==> config.mk <==
export PLATFORM = sky130hd
export DESIGN_NAME = uabw_dev_flat
export DESIGN_NICKNAME = d
export VERILOG_FILES = /design/src/verilog/uabw_pkg.sv /design/src/verilog/uabw_link_if.sv /design/src/verilog/uabw_dev.sv /design/src/flat_wrapper.sv
export VERILOG_INCLUDE_DIRS = /design/src /design/src/verilog
export SDC_FILE = /design/constraint.sdc
export NUM_CORES = 1
export LEC_CHECK = 0
export ABC_CLOCK_PERIOD_IN_PS = 3600
export BUFFER_PORTS_ARGS = -buffer_cell sky130_fd_sc_hd__buf_2
export CORE_MARGIN = 2
export CORE_UTILIZATION = 45
export DETAILED_ROUTE_END_ITERATION = 8
export PLACE_DENSITY = 0.67
export SYNTH_ARGS = -nofsm -noshare
export SYNTH_HDL_FRONTEND = slang
export SYNTH_SLANG_ARGS = --single-unit
==> constraint.sdc <==
create_clock -name pclk -period 3.6 [get_ports pclk]
set_clock_uncertainty 0.05 [all_clocks]
set_input_delay 0 -clock pclk [delete_from_list [all_inputs] [get_ports pclk]]
set_output_delay 0 -clock pclk [all_outputs]
set_load 0.01 [all_outputs]
==> src/verilog/uabw_defs.svh <==
// Offsets, field positions, reset values and counts of the autobaud/wake/break logic
`ifndef UABW_DEFS_SVH
`define UABW_DEFS_SVH

// ****************************************
// Device register offsets
// ****************************************
`define UABW_DEV_CTRL      12'h000
`define UABW_DEV_DIV       12'h004
`define UABW_DEV_RXDATA    12'h008
`define UABW_DEV_TXDATA    12'h00C

// ****************************************
// Device control and status bit positions
// ****************************************
`define UABW_B_CAL         0
`define UABW_B_WAKE        1
`define UABW_B_BRK         2
`define UABW_B_TXON        3
`define UABW_B_WIDE        4
`define UABW_B_HSPD        5
`define UABW_B_OVF         6
`define UABW_B_IDLE        7
`define UABW_B_RIF         8
`define UABW_B_TRMT        9

// ****************************************
// Device values and counts
// ****************************************
`define UABW_DIV_RST       16'h0000
`define UABW_CAL_FIRST     16'h0001
`define UABW_CAL_LAST_RISE 3'h4
`define UABW_MASK_64       9'h03F
`define UABW_MASK_16       9'h00F
`define UABW_MASK_4        9'h003
`define UABW_BRK_FRAME     14'h2000
`define UABW_BRK_BITS      4'hE
`define UABW_BYTE_BITS     4'hA

// ****************************************
// Remote node register offsets and values
// ****************************************
`define UABW_NODE_CMD      12'h000
`define UABW_NODE_BIT      12'h004
`define UABW_NODE_STAT     12'h008
`define UABW_NODE_BIT_RST  16'h0064
`define UABW_NODE_OP_BYTE  0
`define UABW_NODE_OP_BRK   1

`endif

==> src/verilog/uabw_pkg.sv <==
// Types shared by both ends of the autobaud/wake/break link
package uabw_pkg;

   // ****************************************
   // State encodings
   // ****************************************
   typedef enum logic [3:0]
   {
      UABW_AB_IDLE  = 4'h1,
      UABW_AB_START = 4'h2,
      UABW_AB_RISE  = 4'h4,
      UABW_AB_COUNT = 4'h8
   } uabw_ab_state_t;

   typedef enum logic [1:0]
   {
      UABW_TX_IDLE  = 2'h1,
      UABW_TX_SHIFT = 2'h2
   } uabw_tx_state_t;

   // ****************************************
   // Device state
   // ****************************************
   typedef struct packed
   {
      logic           rx_s1;
      logic           rx_s2;
      logic           rx_s3;
      logic [8:0]     pre;
      logic [15:0]    bd;
      logic           cal_go;
      logic           wake;
      logic           brk;
      logic           tx_on;
      logic           wide;
      logic           hspd;
      logic           ovf;
      logic           rif;
      logic [15:0]    div;
      uabw_ab_state_t ab;
      logic [2:0]     rise;
      uabw_tx_state_t tx;
      logic [13:0]    sh;
      logic [3:0]     nbits;
      logic           tx_brk;
      logic           buf_v;
      logic [7:0]     buf_d;
      logic           buf_brk;
      logic           tx_line;
      logic           pready;
      logic           pslverr;
      logic [31:0]    prdata;
   } uabw_dev_st_t;

   // ****************************************
   // Remote node state
   // ****************************************
   typedef struct packed
   {
      logic [15:0]    bit_len;
      logic [15:0]    cnt;
      logic [31:0]    sh;
      logic [5:0]     nbits;
      uabw_tx_state_t tx;
      logic           tx_s1;
      logic           tx_s2;
      logic           line;
      logic           pready;
      logic           pslverr;
      logic [31:0]    prdata;
   } uabw_node_st_t;

endpackage : uabw_pkg
==> src/verilog/uabw_link_if.sv <==
// Serial link between the transceiver extension and the remote node
`timescale 1ns/1ns
interface uabw_link_if;
   logic rx_line;
   logic tx_line;

   modport dev
   (
      input  rx_line,
      output tx_line
   );

   modport node
   (
      output rx_line,
      input  tx_line
   );
endinterface : uabw_link_if

==> src/verilog/uabw_dev.sv <==
// Serial transceiver extension: autobaud measurement, wake on break, break transmit
// Operation
// - Start bit begins calibration, receiver held idle
// - Remote sends 55h, five rising edges
// - Count from first rise to fifth rise
// - Fifth rise: keep count, clear start, flag
// - Data register read clears receive flag
// - Both divider bytes form one counter
// - Counter ticks at base clock over eight
// - Counter starts at one; software subtracts one
// - Wake plus autobaud: measure character after break
// - Counter overflow sets overflow and receive flag
// - Counting continues; idle low until fifth rise
// - Early stop: remaining falls become start bits
// - Software clears overflow after idle returns
// - Wake enable holds receiver idle, watching line
// - Falling receive line is wake event, flag
// - Data register read clears wake flag
// - Rising edge after break clears wake enable
// - Nonzero character: first low time wakes
// - Wake character all zeros, ten bits minimum
// - Software checks idle before enabling wake
// - Break is start, twelve zeros, stop
// - Next data write with break bit sends zeros
// - Break bit clears after stop; next byte follows
//
// Implementation choices: the placing of the registers and register access over APB.
`timescale 1ns/1ns
`include "uabw_defs.svh"
module uabw_dev
(
   // Clock and reset
   input  wire logic        pclk,
   input  wire logic        presetn,
   // APB slave
   input  wire logic        psel,
   input  wire logic        penable,
   input  wire logic        pwrite,
   input  wire logic [11:0] paddr,
   input  wire logic [31:0] pwdata,
   output logic      [31:0] prdata,
   output logic             pready,
   output logic             pslverr,
   // Power state and flags
   input  wire logic        sleep_mode,
   output logic             rx_flag,
   output logic             wake_async,
   // Link
   uabw_link_if.dev         link
);

   uabw_pkg::uabw_dev_st_t st_ff;
   uabw_pkg::uabw_dev_st_t nxt_st;

   logic       acc;
   logic       wr_acc;
   logic       rd_rx;
   logic       fall;
   logic       rise;
   logic       base_tick;
   logic       cal_tick;
   logic       bit_tick;
   logic       rx_idle;
   logic       trmt;
   logic [8:0] bmask;

   // ****************************************
   // Decoding
   // ****************************************
   function automatic logic [8:0] base_mask(input logic wide, input logic hspd);
      case ({wide, hspd})
         2'b00:   base_mask = `UABW_MASK_64;
         2'b11:   base_mask = `UABW_MASK_4;
         default: base_mask = `UABW_MASK_16;
      endcase
   endfunction : base_mask

   assign acc       = psel & penable & st_ff.pready;
   assign wr_acc    = acc & pwrite;
   assign rd_rx     = acc & ~pwrite & (paddr == `UABW_DEV_RXDATA);
   assign fall      = st_ff.rx_s3 & ~st_ff.rx_s2;
   assign rise      = ~st_ff.rx_s3 & st_ff.rx_s2;
   assign bmask     = base_mask(st_ff.wide, st_ff.hspd);
   assign base_tick = (st_ff.pre & bmask) == bmask;
   assign cal_tick  = (st_ff.pre & {bmask[5:0], 3'h7}) == {bmask[5:0], 3'h7};
   // At least, not equal: a divider written below the running count must not stall bits
   assign bit_tick  = base_tick & (st_ff.bd >= st_ff.div);
   assign rx_idle   = (st_ff.ab == uabw_pkg::UABW_AB_IDLE)
                    | (st_ff.ab == uabw_pkg::UABW_AB_START);
   assign trmt      = (st_ff.tx == uabw_pkg::UABW_TX_IDLE) & ~st_ff.buf_v;

   // ****************************************
   // Next state
   // ****************************************
   always_comb
   begin
      nxt_st        = st_ff;
      nxt_st.rx_s1  = link.rx_line;
      nxt_st.rx_s2  = st_ff.rx_s1;
      nxt_st.rx_s3  = st_ff.rx_s2;
      nxt_st.pre    = st_ff.pre + 9'h001;
      nxt_st.pready = psel & ~penable;

      // Register reads answer one cycle after setup
      if (psel & ~penable)
      begin
         nxt_st.pslverr = 1'b0;
         case (paddr)
            `UABW_DEV_CTRL:
               nxt_st.prdata = {22'h000000, trmt, st_ff.rif, rx_idle, st_ff.ovf,
                                st_ff.hspd, st_ff.wide, st_ff.tx_on, st_ff.brk,
                                st_ff.wake, st_ff.cal_go};
            `UABW_DEV_DIV:    nxt_st.prdata = {16'h0000, st_ff.div};
            `UABW_DEV_RXDATA: nxt_st.prdata = 32'h00000000;
            `UABW_DEV_TXDATA: nxt_st.prdata = 32'h00000000;
            default:
            begin
               nxt_st.prdata  = 32'h00000000;
               nxt_st.pslverr = 1'b1;
            end
         endcase
      end

      // Software writes; hardware events below override them
      if (wr_acc && paddr == `UABW_DEV_CTRL)
      begin
         nxt_st.cal_go = pwdata[`UABW_B_CAL];
         nxt_st.wake   = pwdata[`UABW_B_WAKE];
         nxt_st.brk    = pwdata[`UABW_B_BRK];
         nxt_st.tx_on  = pwdata[`UABW_B_TXON];
         nxt_st.wide   = pwdata[`UABW_B_WIDE];
         nxt_st.hspd   = pwdata[`UABW_B_HSPD];
         nxt_st.ovf    = st_ff.ovf & pwdata[`UABW_B_OVF];
      end
      if (wr_acc && paddr == `UABW_DEV_DIV)
         nxt_st.div = pwdata[15:0];
      if (rd_rx)
         nxt_st.rif = 1'b0;

      // Divider counts base ticks for bit timing, during calibration too
      if (bit_tick)
         nxt_st.bd = 16'h0000;
      else if (base_tick)
         nxt_st.bd = st_ff.bd + 16'h0001;

      // Wake on break; receiver stays idle meanwhile
      if (st_ff.wake)
      begin
         if (fall)
            nxt_st.rif = 1'b1;
         if (rise)
            nxt_st.wake = 1'b0;
      end

      // Autobaud sequence
      case (st_ff.ab)
         uabw_pkg::UABW_AB_IDLE:
            if (st_ff.cal_go)
               nxt_st.ab = uabw_pkg::UABW_AB_START;
         uabw_pkg::UABW_AB_START:
            if (st_ff.cal_go && !st_ff.wake && fall)
               nxt_st.ab = uabw_pkg::UABW_AB_RISE;
         uabw_pkg::UABW_AB_RISE:
            if (rise)
            begin
               nxt_st.div  = `UABW_CAL_FIRST;
               nxt_st.rise = 3'h0;
               nxt_st.ab   = uabw_pkg::UABW_AB_COUNT;
            end
         uabw_pkg::UABW_AB_COUNT:
         begin
            if (cal_tick)
            begin
               nxt_st.div = st_ff.div + 16'h0001;
               if (st_ff.div == 16'hFFFF)
               begin
                  nxt_st.ovf = 1'b1;
                  nxt_st.rif = 1'b1;
               end
            end
            if (rise)
            begin
               nxt_st.rise = st_ff.rise + 3'h1;
               if (st_ff.rise == `UABW_CAL_LAST_RISE - 3'h1)
               begin
                  // Count is left in the divider as the bit period
                  nxt_st.div = st_ff.div;
                  nxt_st.cal_go = 1'b0;
                  nxt_st.rif = 1'b1;
                  nxt_st.ab  = uabw_pkg::UABW_AB_IDLE;
               end
            end
         end
         default: nxt_st.ab = uabw_pkg::UABW_AB_IDLE;
      endcase
      // Early abort leaves the rest of the character to the receiver
      if (!st_ff.cal_go && st_ff.ab != uabw_pkg::UABW_AB_IDLE)
         nxt_st.ab = uabw_pkg::UABW_AB_IDLE;

      // Transmit holding buffer; a full buffer ignores writes
      if (wr_acc && paddr == `UABW_DEV_TXDATA && !st_ff.buf_v)
      begin
         nxt_st.buf_v   = 1'b1;
         nxt_st.buf_d   = pwdata[7:0];
         nxt_st.buf_brk = st_ff.brk & st_ff.tx_on
                        & ~((st_ff.tx == uabw_pkg::UABW_TX_SHIFT) & st_ff.tx_brk);
      end

      // Transmit shifter
      case (st_ff.tx)
         uabw_pkg::UABW_TX_IDLE:
         begin
            nxt_st.tx_line = 1'b1;
            if (st_ff.buf_v && st_ff.tx_on && bit_tick)
            begin
               nxt_st.buf_v  = 1'b0;
               nxt_st.tx_brk = st_ff.buf_brk;
               nxt_st.tx     = uabw_pkg::UABW_TX_SHIFT;
               if (st_ff.buf_brk)
               begin
                  // Written value dropped: start, twelve zeros, stop
                  nxt_st.sh    = `UABW_BRK_FRAME;
                  nxt_st.nbits = `UABW_BRK_BITS;
               end
               else
               begin
                  nxt_st.sh    = {4'hF, 1'b1, st_ff.buf_d, 1'b0};
                  nxt_st.nbits = `UABW_BYTE_BITS;
               end
            end
         end
         uabw_pkg::UABW_TX_SHIFT:
         begin
            nxt_st.tx_line = st_ff.sh[0];
            if (bit_tick)
            begin
               nxt_st.sh    = {1'b1, st_ff.sh[13:1]};
               nxt_st.nbits = st_ff.nbits - 4'h1;
               if (st_ff.nbits == 4'h1)
               begin
                  nxt_st.tx = uabw_pkg::UABW_TX_IDLE;
                  if (st_ff.tx_brk)
                     nxt_st.brk = 1'b0;
               end
            end
         end
         default: nxt_st.tx = uabw_pkg::UABW_TX_IDLE;
      endcase
   end

   // ****************************************
   // State register
   // ****************************************
   always_ff @(posedge pclk or negedge presetn)
   begin
      if (!presetn)
      begin
         st_ff         <= '0;
         st_ff.rx_s1   <= 1'b1;
         st_ff.rx_s2   <= 1'b1;
         st_ff.rx_s3   <= 1'b1;
         st_ff.div     <= `UABW_DIV_RST;
         st_ff.ab      <= uabw_pkg::UABW_AB_IDLE;
         st_ff.tx      <= uabw_pkg::UABW_TX_IDLE;
         st_ff.tx_line <= 1'b1;
      end
      else
         st_ff <= nxt_st;
   end

   // ****************************************
   // Outputs
   // ****************************************
   // Clockless path: pclk is stopped in sleep, so no flop may sit here
   assign wake_async   = sleep_mode & st_ff.wake & ~link.rx_line;
   assign rx_flag      = st_ff.rif;
   assign link.tx_line = st_ff.tx_line;
   assign prdata       = st_ff.prdata;
   assign pready       = st_ff.pready;
   assign pslverr      = st_ff.pslverr;

endmodule : uabw_dev

==> src/flat_wrapper.sv <==
// flat-port wrapper written by rule: the top's interface ports become plain ports
module uabw_dev_flat 
  (pclk, presetn, psel, penable, pwrite, paddr, pwdata, prdata, pready, pslverr, sleep_mode, rx_flag, wake_async, link_rx_line, link_tx_line);
  uabw_link_if link_i ();
  input  wire logic pclk;
  input  wire logic presetn;
  input  wire logic psel;
  input  wire logic penable;
  input  wire logic pwrite;
  input  wire logic [11:0] paddr;
  input  wire logic [31:0] pwdata;
  output logic      [31:0] prdata;
  output logic pready;
  output logic pslverr;
  input  wire logic sleep_mode;
  output logic rx_flag;
  output logic wake_async;
  input wire logic [$bits(link_i.rx_line)-1:0] link_rx_line;
  output wire logic [$bits(link_i.tx_line)-1:0] link_tx_line;
  assign link_i.rx_line = link_rx_line;
  assign link_tx_line = link_i.tx_line;
  uabw_dev u_core (.pclk(pclk), .presetn(presetn), .psel(psel), .penable(penable), .pwrite(pwrite), .paddr(paddr), .pwdata(pwdata), .prdata(prdata), .pready(pready), .pslverr(pslverr), .sleep_mode(sleep_mode), .rx_flag(rx_flag), .wake_async(wake_async), .link(link_i));
endmodule
==> results by stage <==
Run status:
- The flow ran to the end, and the final reports show no timing, DRC or antenna violations.

Logic synthesis:
- The mapped cell area is 0.00630 mm².
- For this run, the number of Yosys warnings is 0.
- By area the synthesized netlist is led by sky130_fd_sc_hd__dfrtp_1 (41%), sky130_fd_sc_hd__ha_1 (5.0%), sky130_fd_sc_hd__nand2_1 (4.2%), sky130_fd_sc_hd__buf_4 (4.2%), sky130_fd_sc_hd__mux2_2 (3.6%).
- The fraction of synthesized cell area taken by the top area cell type is 40.9%.
- Among all flip-flop cells after synthesis, the most frequent one is sky130_fd_sc_hd__dfrtp_1.
- The count of flip-flops with a built-in enable after synthesis is 0.
- The average cell area after synthesis is 9.84 µm².
- The share of the Yosys chip area taken by registers is a little over two fifths.
- In the synthesized netlist the async set-or-reset flop fraction comes to 100%.
- The cell count after synthesis came out at 640.
- The flip-flop and latch count after synthesis is around 110.
- Of all cell types, the one taking the most synthesized area is sky130_fd_sc_hd__dfrtp_1.
- Counting distinct cell types in the post-synthesis netlist gives 73.

Power and ir drop:
- The cell area power density is 335 mW/mm².
- The worst-case IR drop observed on VDD is 0.200 mV.
- The clock network accounts for 43.6% of the total power.
- Summed over all cells, the static leakage comes to 3.22 nW.
- The combinational share of power is 4.1%.
- The relative contribution of sequential cells to total power is between 50 and 60%.
- The total net switching power is 0.000527 W.
- Net switching is 22.4% of the power.
- The internal portion of the total power is 0.00183 W.

Timing:
- The number of endpoints with negative hold slack in the final report was 0.
- The final critical path takes up approximately 82% of the cycle.
- The final setup violation count is 0.
- The worst slew margin relative to its limit is between 20% and 30%.
- The max-slew violation count came to 0.
- The transition time of the tightest slew-check pin is 1110 ps.
- Setup repair after global routing left no endpoint under its margin.
- Timing would allow up to 339 MHz.
- The minimum clock period after layout is 2950 ps.
- Adding up every negative setup slack in the final design gives 0 ps.

Global route:
- The maximum number of pins on one net before global-route repair is 45.
- The final global-route overflow total is 0.
- The via count of the first global-routing pass is 4703.
- The initial antenna violation count was 0.
- The overall track demand over capacity in global routing is 20.6%.
- The wire length of the first global-routing pass is 24000 µm.

Clocking:
- The H-tree was split into 3 levels.
- The clock passes through at most 2 buffers.
- The clock reaches the later pin of the worst-skew pair after approximately 360 ps.
- TritonCTS built the clock tree.
- Clock-pin slew was measured on the worst setup and hold paths at 70 ps.
- The tree built by TritonCTS fans out to 109 sinks.
- TritonCTS created 9 clock buffers.
- The tree is rooted in a sky130_fd_sc_hd__clkbuf_16.
- Gates resized during post-CTS repair numbered 0.

Setup path:
- Along the worst path, the maximum fanout reaches 17.
- The category of the worst setup path capture point is a flop.
- The combined buffer and inverter count along the critical path is 1.
- The cell with the largest stage delay on the worst path is sky130_fd_sc_hd__a31oi_4.
- The critical path data required time is 3800 ps.
- The cell with the most instances on the worst path is sky130_fd_sc_hd__a211o_1.
- Traced cell by cell, the critical path runs through inv_1 -> ha_1 -> a211o_1 -> a31oi_1 -> o221ai_1 -> a211o_1 -> a31oi_4 -> mux2_2.
- The startpoint kind of the worst setup timing path is a flop.
- The worst stage delay on the critical path is 570 ps.
- The class of the most critical setup path is reg2reg.
- The number of cells on the worst reg-to-reg path is 8.
- The critical path crosses 8 cells after its start point.
- The cell class contributing the biggest share of worst-path delay is compound AO/OA/AOI/OAI gates.
- The data arrival at the endpoint of the critical path is about 3100 ps.

Place:
- Routability-driven placement finished with a final weighted congestion of 0.904.
- In this run, placement finished with an instance count of 836.
- The count of port buffers added during placement is 55.
- The post-DP HPWL is roughly 11000 µm.

Die:
- The core region is 0.0138 mm².
- From bottom edge to top edge, the die measures 122 µm.
- The floorplan step defined a die boundary enclosing approximately 0.015 mm².
- The number of primary I/O pins is 88.
- After floorplanning, the core was divided into 43 placement rows.
- The starting utilization of the core area is 45.7%.
- The width of the die is 122 µm.

Route:
- Once detail routing completed, the nets flagged for antenna violations numbered 0.
- The starting DRC count in detailed routing is 450.
- After detailed routing, the number of vias per cell comes to between 5 and 6.
- The final routed DRC violation total is 0.
- The number of vias in the routed layout is 4962.
- The routed wire length is 14900 µm.
- Before antenna repair, the detailed router went through 8 iterations.
- The post-detailed-route wirelength per cell is 17.1 µm.

Cells and area:
- The layout cell share with drive strength beyond 1 is 18.2%.
- The most common cell after layout, fill and taps aside is sky130_fd_sc_hd__dfrtp_1.
- Counting the fill cells in the layout gives 1246.
- Cells fill 51.1% of the core in the end.
- The area overhead of the layout relative to synthesis is 11.7%.
- The count of inserted antenna diode cells is 0.
- The filler-free cell count of the finished design is 873.
- The net total in the final layout is 764.
- Leaving out fill and tap cells, the most frequent cells in the layout are sky130_fd_sc_hd__dfrtp_1 (103), sky130_fd_sc_hd__nand2_1 (71), sky130_fd_sc_hd__buf_2 (54), sky130_fd_sc_hd__nor2_1 (41), sky130_fd_sc_hd__inv_1 (32).

Hold path:
- The instance count along the most critical hold path is 4.
- In this run the worst hold path is classified as in2reg.

Flow run:
- The tool flagged a number of max-cap violations equal to 0.
worst min-delay path, cell delays in order:
cell                      delay [ps]
sky130_fd_sc_hd__buf_2            80
sky130_fd_sc_hd__mux2_1          120
sky130_fd_sc_hd__a31oi_1          70
sky130_fd_sc_hd__o21ai_1         110
cells by family after synthesis:
| group | count (synthesis) | synth area share, % |
|---|---|---|
| buf+inv | 92 | 8.03 |
| mux | 33 | 5.76 |
| simple gates | 210 | 18.0 |
| fa+ha+maj | 25 | 4.97 |
| xor+xnor | 23 | 3.20 |
| flops | 109 | 43.4 |
| other cells | 1 | 0.0595 |
| compound gates | 147 | 16.6 |
layer usage:
| metal | global-route usage [%] | wire length [µm] |
|---|---|---|
| met3 | 3.49 | 764 |
| met2 | 32.7 | 7000 |
| met4 | 8.12 | 355 |
| met5 | 0 | 0 |
| met1 | 28.1 | 6800 |
power by group through the flow:
| stage | Sequential [W] | Clock (W) | Combinational, W |
|---|---|---|---|
| 2_1_floorplan | 0.00126 | 0 | 0.0000362 |
| 3_3_place_gp | 0.00125 | 0 | 0.0000793 |
| 3_5_place_dp | 0.00125 | 0 | 0.0000813 |
| 4_1_cts | 0.00123 | 0.00105 | 0.0000979 |
| 5_1_grt | 0.00123 | 0.00110 | 0.000107 |
| 6_report | 0.00123 | 0.00103 | 0.0000959 |
stage by stage:
stage / power (W) / hold WS (ps) / area (µm²) / setup slack, ps
2_1_floorplan: 0.00129 / -346 / 6350 / 1020
3_3_place_gp: 0.00133 / -24.4 / 6520 / 688
6_report: 0.00235 / 15.9 / 7040 / 653
4_1_cts: 0.00238 / 2.36 / 7040 / 644
3_5_place_dp: 0.00134 / -15.8 / 6520 / 659
5_1_grt: 0.00244 / 25.3 / 7040 / 432
flip-flops by register name (all words and copies together) (netlist names):
signal	cells
u_core.st_ff	87
u_core.prdata	16
u_core.nxt_st	2
u_core.link.tx_line	1
u_core.pready	1
u_core.pslverr	1
u_core.rx_flag	1
path summary, 6_finish.rpt:
check / startpoint / end / slack, ps
hold / removal: pwdata[14] / u_core.st_ff[87]$_DFFE_PN0P_ / 20
max in group asynchronous: presetn / u_core.link.tx_line$_DFFE_PN1P_ / 2450
setup / recovery: u_core.st_ff[75]$_DFFE_PN0P_ / u_core.st_ff[57]$_DFFE_PN0P_ / 650
setup reg to reg: u_core.st_ff[75]$_DFFE_PN0P_ / u_core.st_ff[57]$_DFFE_PN0P_ / 650
hold reg to reg: u_core.nxt_st[123]$_DFF_PN1_ / u_core.nxt_st[122]$_DFF_PN1_ / 310
min in group asynchronous: presetn / u_core.st_ff[70]$_DFFE_PN0P_ / 130
Yosys cell counts, types with 4 or more instances:
master and number:
sky130_fd_sc_hd__mux2_1 6, sky130_fd_sc_hd__xnor2_1 13, sky130_fd_sc_hd__and3_1 6, sky130_fd_sc_hd__nand2_1 71, sky130_fd_sc_hd__a221o_1 6, sky130_fd_sc_hd__xor2_1 10, sky130_fd_sc_hd__mux2_2 20, sky130_fd_sc_hd__nand3_1 19
sky130_fd_sc_hd__nand2b_1 7, sky130_fd_sc_hd__a32o_1 9, sky130_fd_sc_hd__clkbuf_1 14, sky130_fd_sc_hd__dfstp_2 6, sky130_fd_sc_hd__nor2_1 41, sky130_fd_sc_hd__a21oi_1 24, sky130_fd_sc_hd__nor3_2 4, sky130_fd_sc_hd__a21o_1 4
sky130_fd_sc_hd__o21ai_0 20, sky130_fd_sc_hd__and4_1 7, sky130_fd_sc_hd__mux2i_1 7, sky130_fd_sc_hd__nand4_1 11, sky130_fd_sc_hd__ha_1 25, sky130_fd_sc_hd__inv_1 32, sky130_fd_sc_hd__a22oi_1 10, sky130_fd_sc_hd__o21ai_1 25
sky130_fd_sc_hd__dfrtp_1 103, sky130_fd_sc_hd__a22o_1 6, sky130_fd_sc_hd__a32oi_1 7, sky130_fd_sc_hd__buf_4 35, sky130_fd_sc_hd__nor3_1 4, sky130_fd_sc_hd__buf_2 9, sky130_fd_sc_hd__and2_1 6, sky130_fd_sc_hd__or3_1 5
sky130_fd_sc_hd__a31oi_1 7
layout make-up:
class                      instances  area [µm²]  area share (%)
clock buffer                      12         246            3.50
clock inverter                     4        55.1           0.783
inverter                          32         120            1.71
multi-input combinational        454        3120            44.4
sequential                       109        2740            38.9
tap                              180         225            3.20
timing repair buffer              82         533            7.58
repair_timing:
item,CTS,global route
setup buffers,0,0
hold buffers,21,0
endpoints found under the hold margin,74,0
Power figures use the tool's default switching activity.
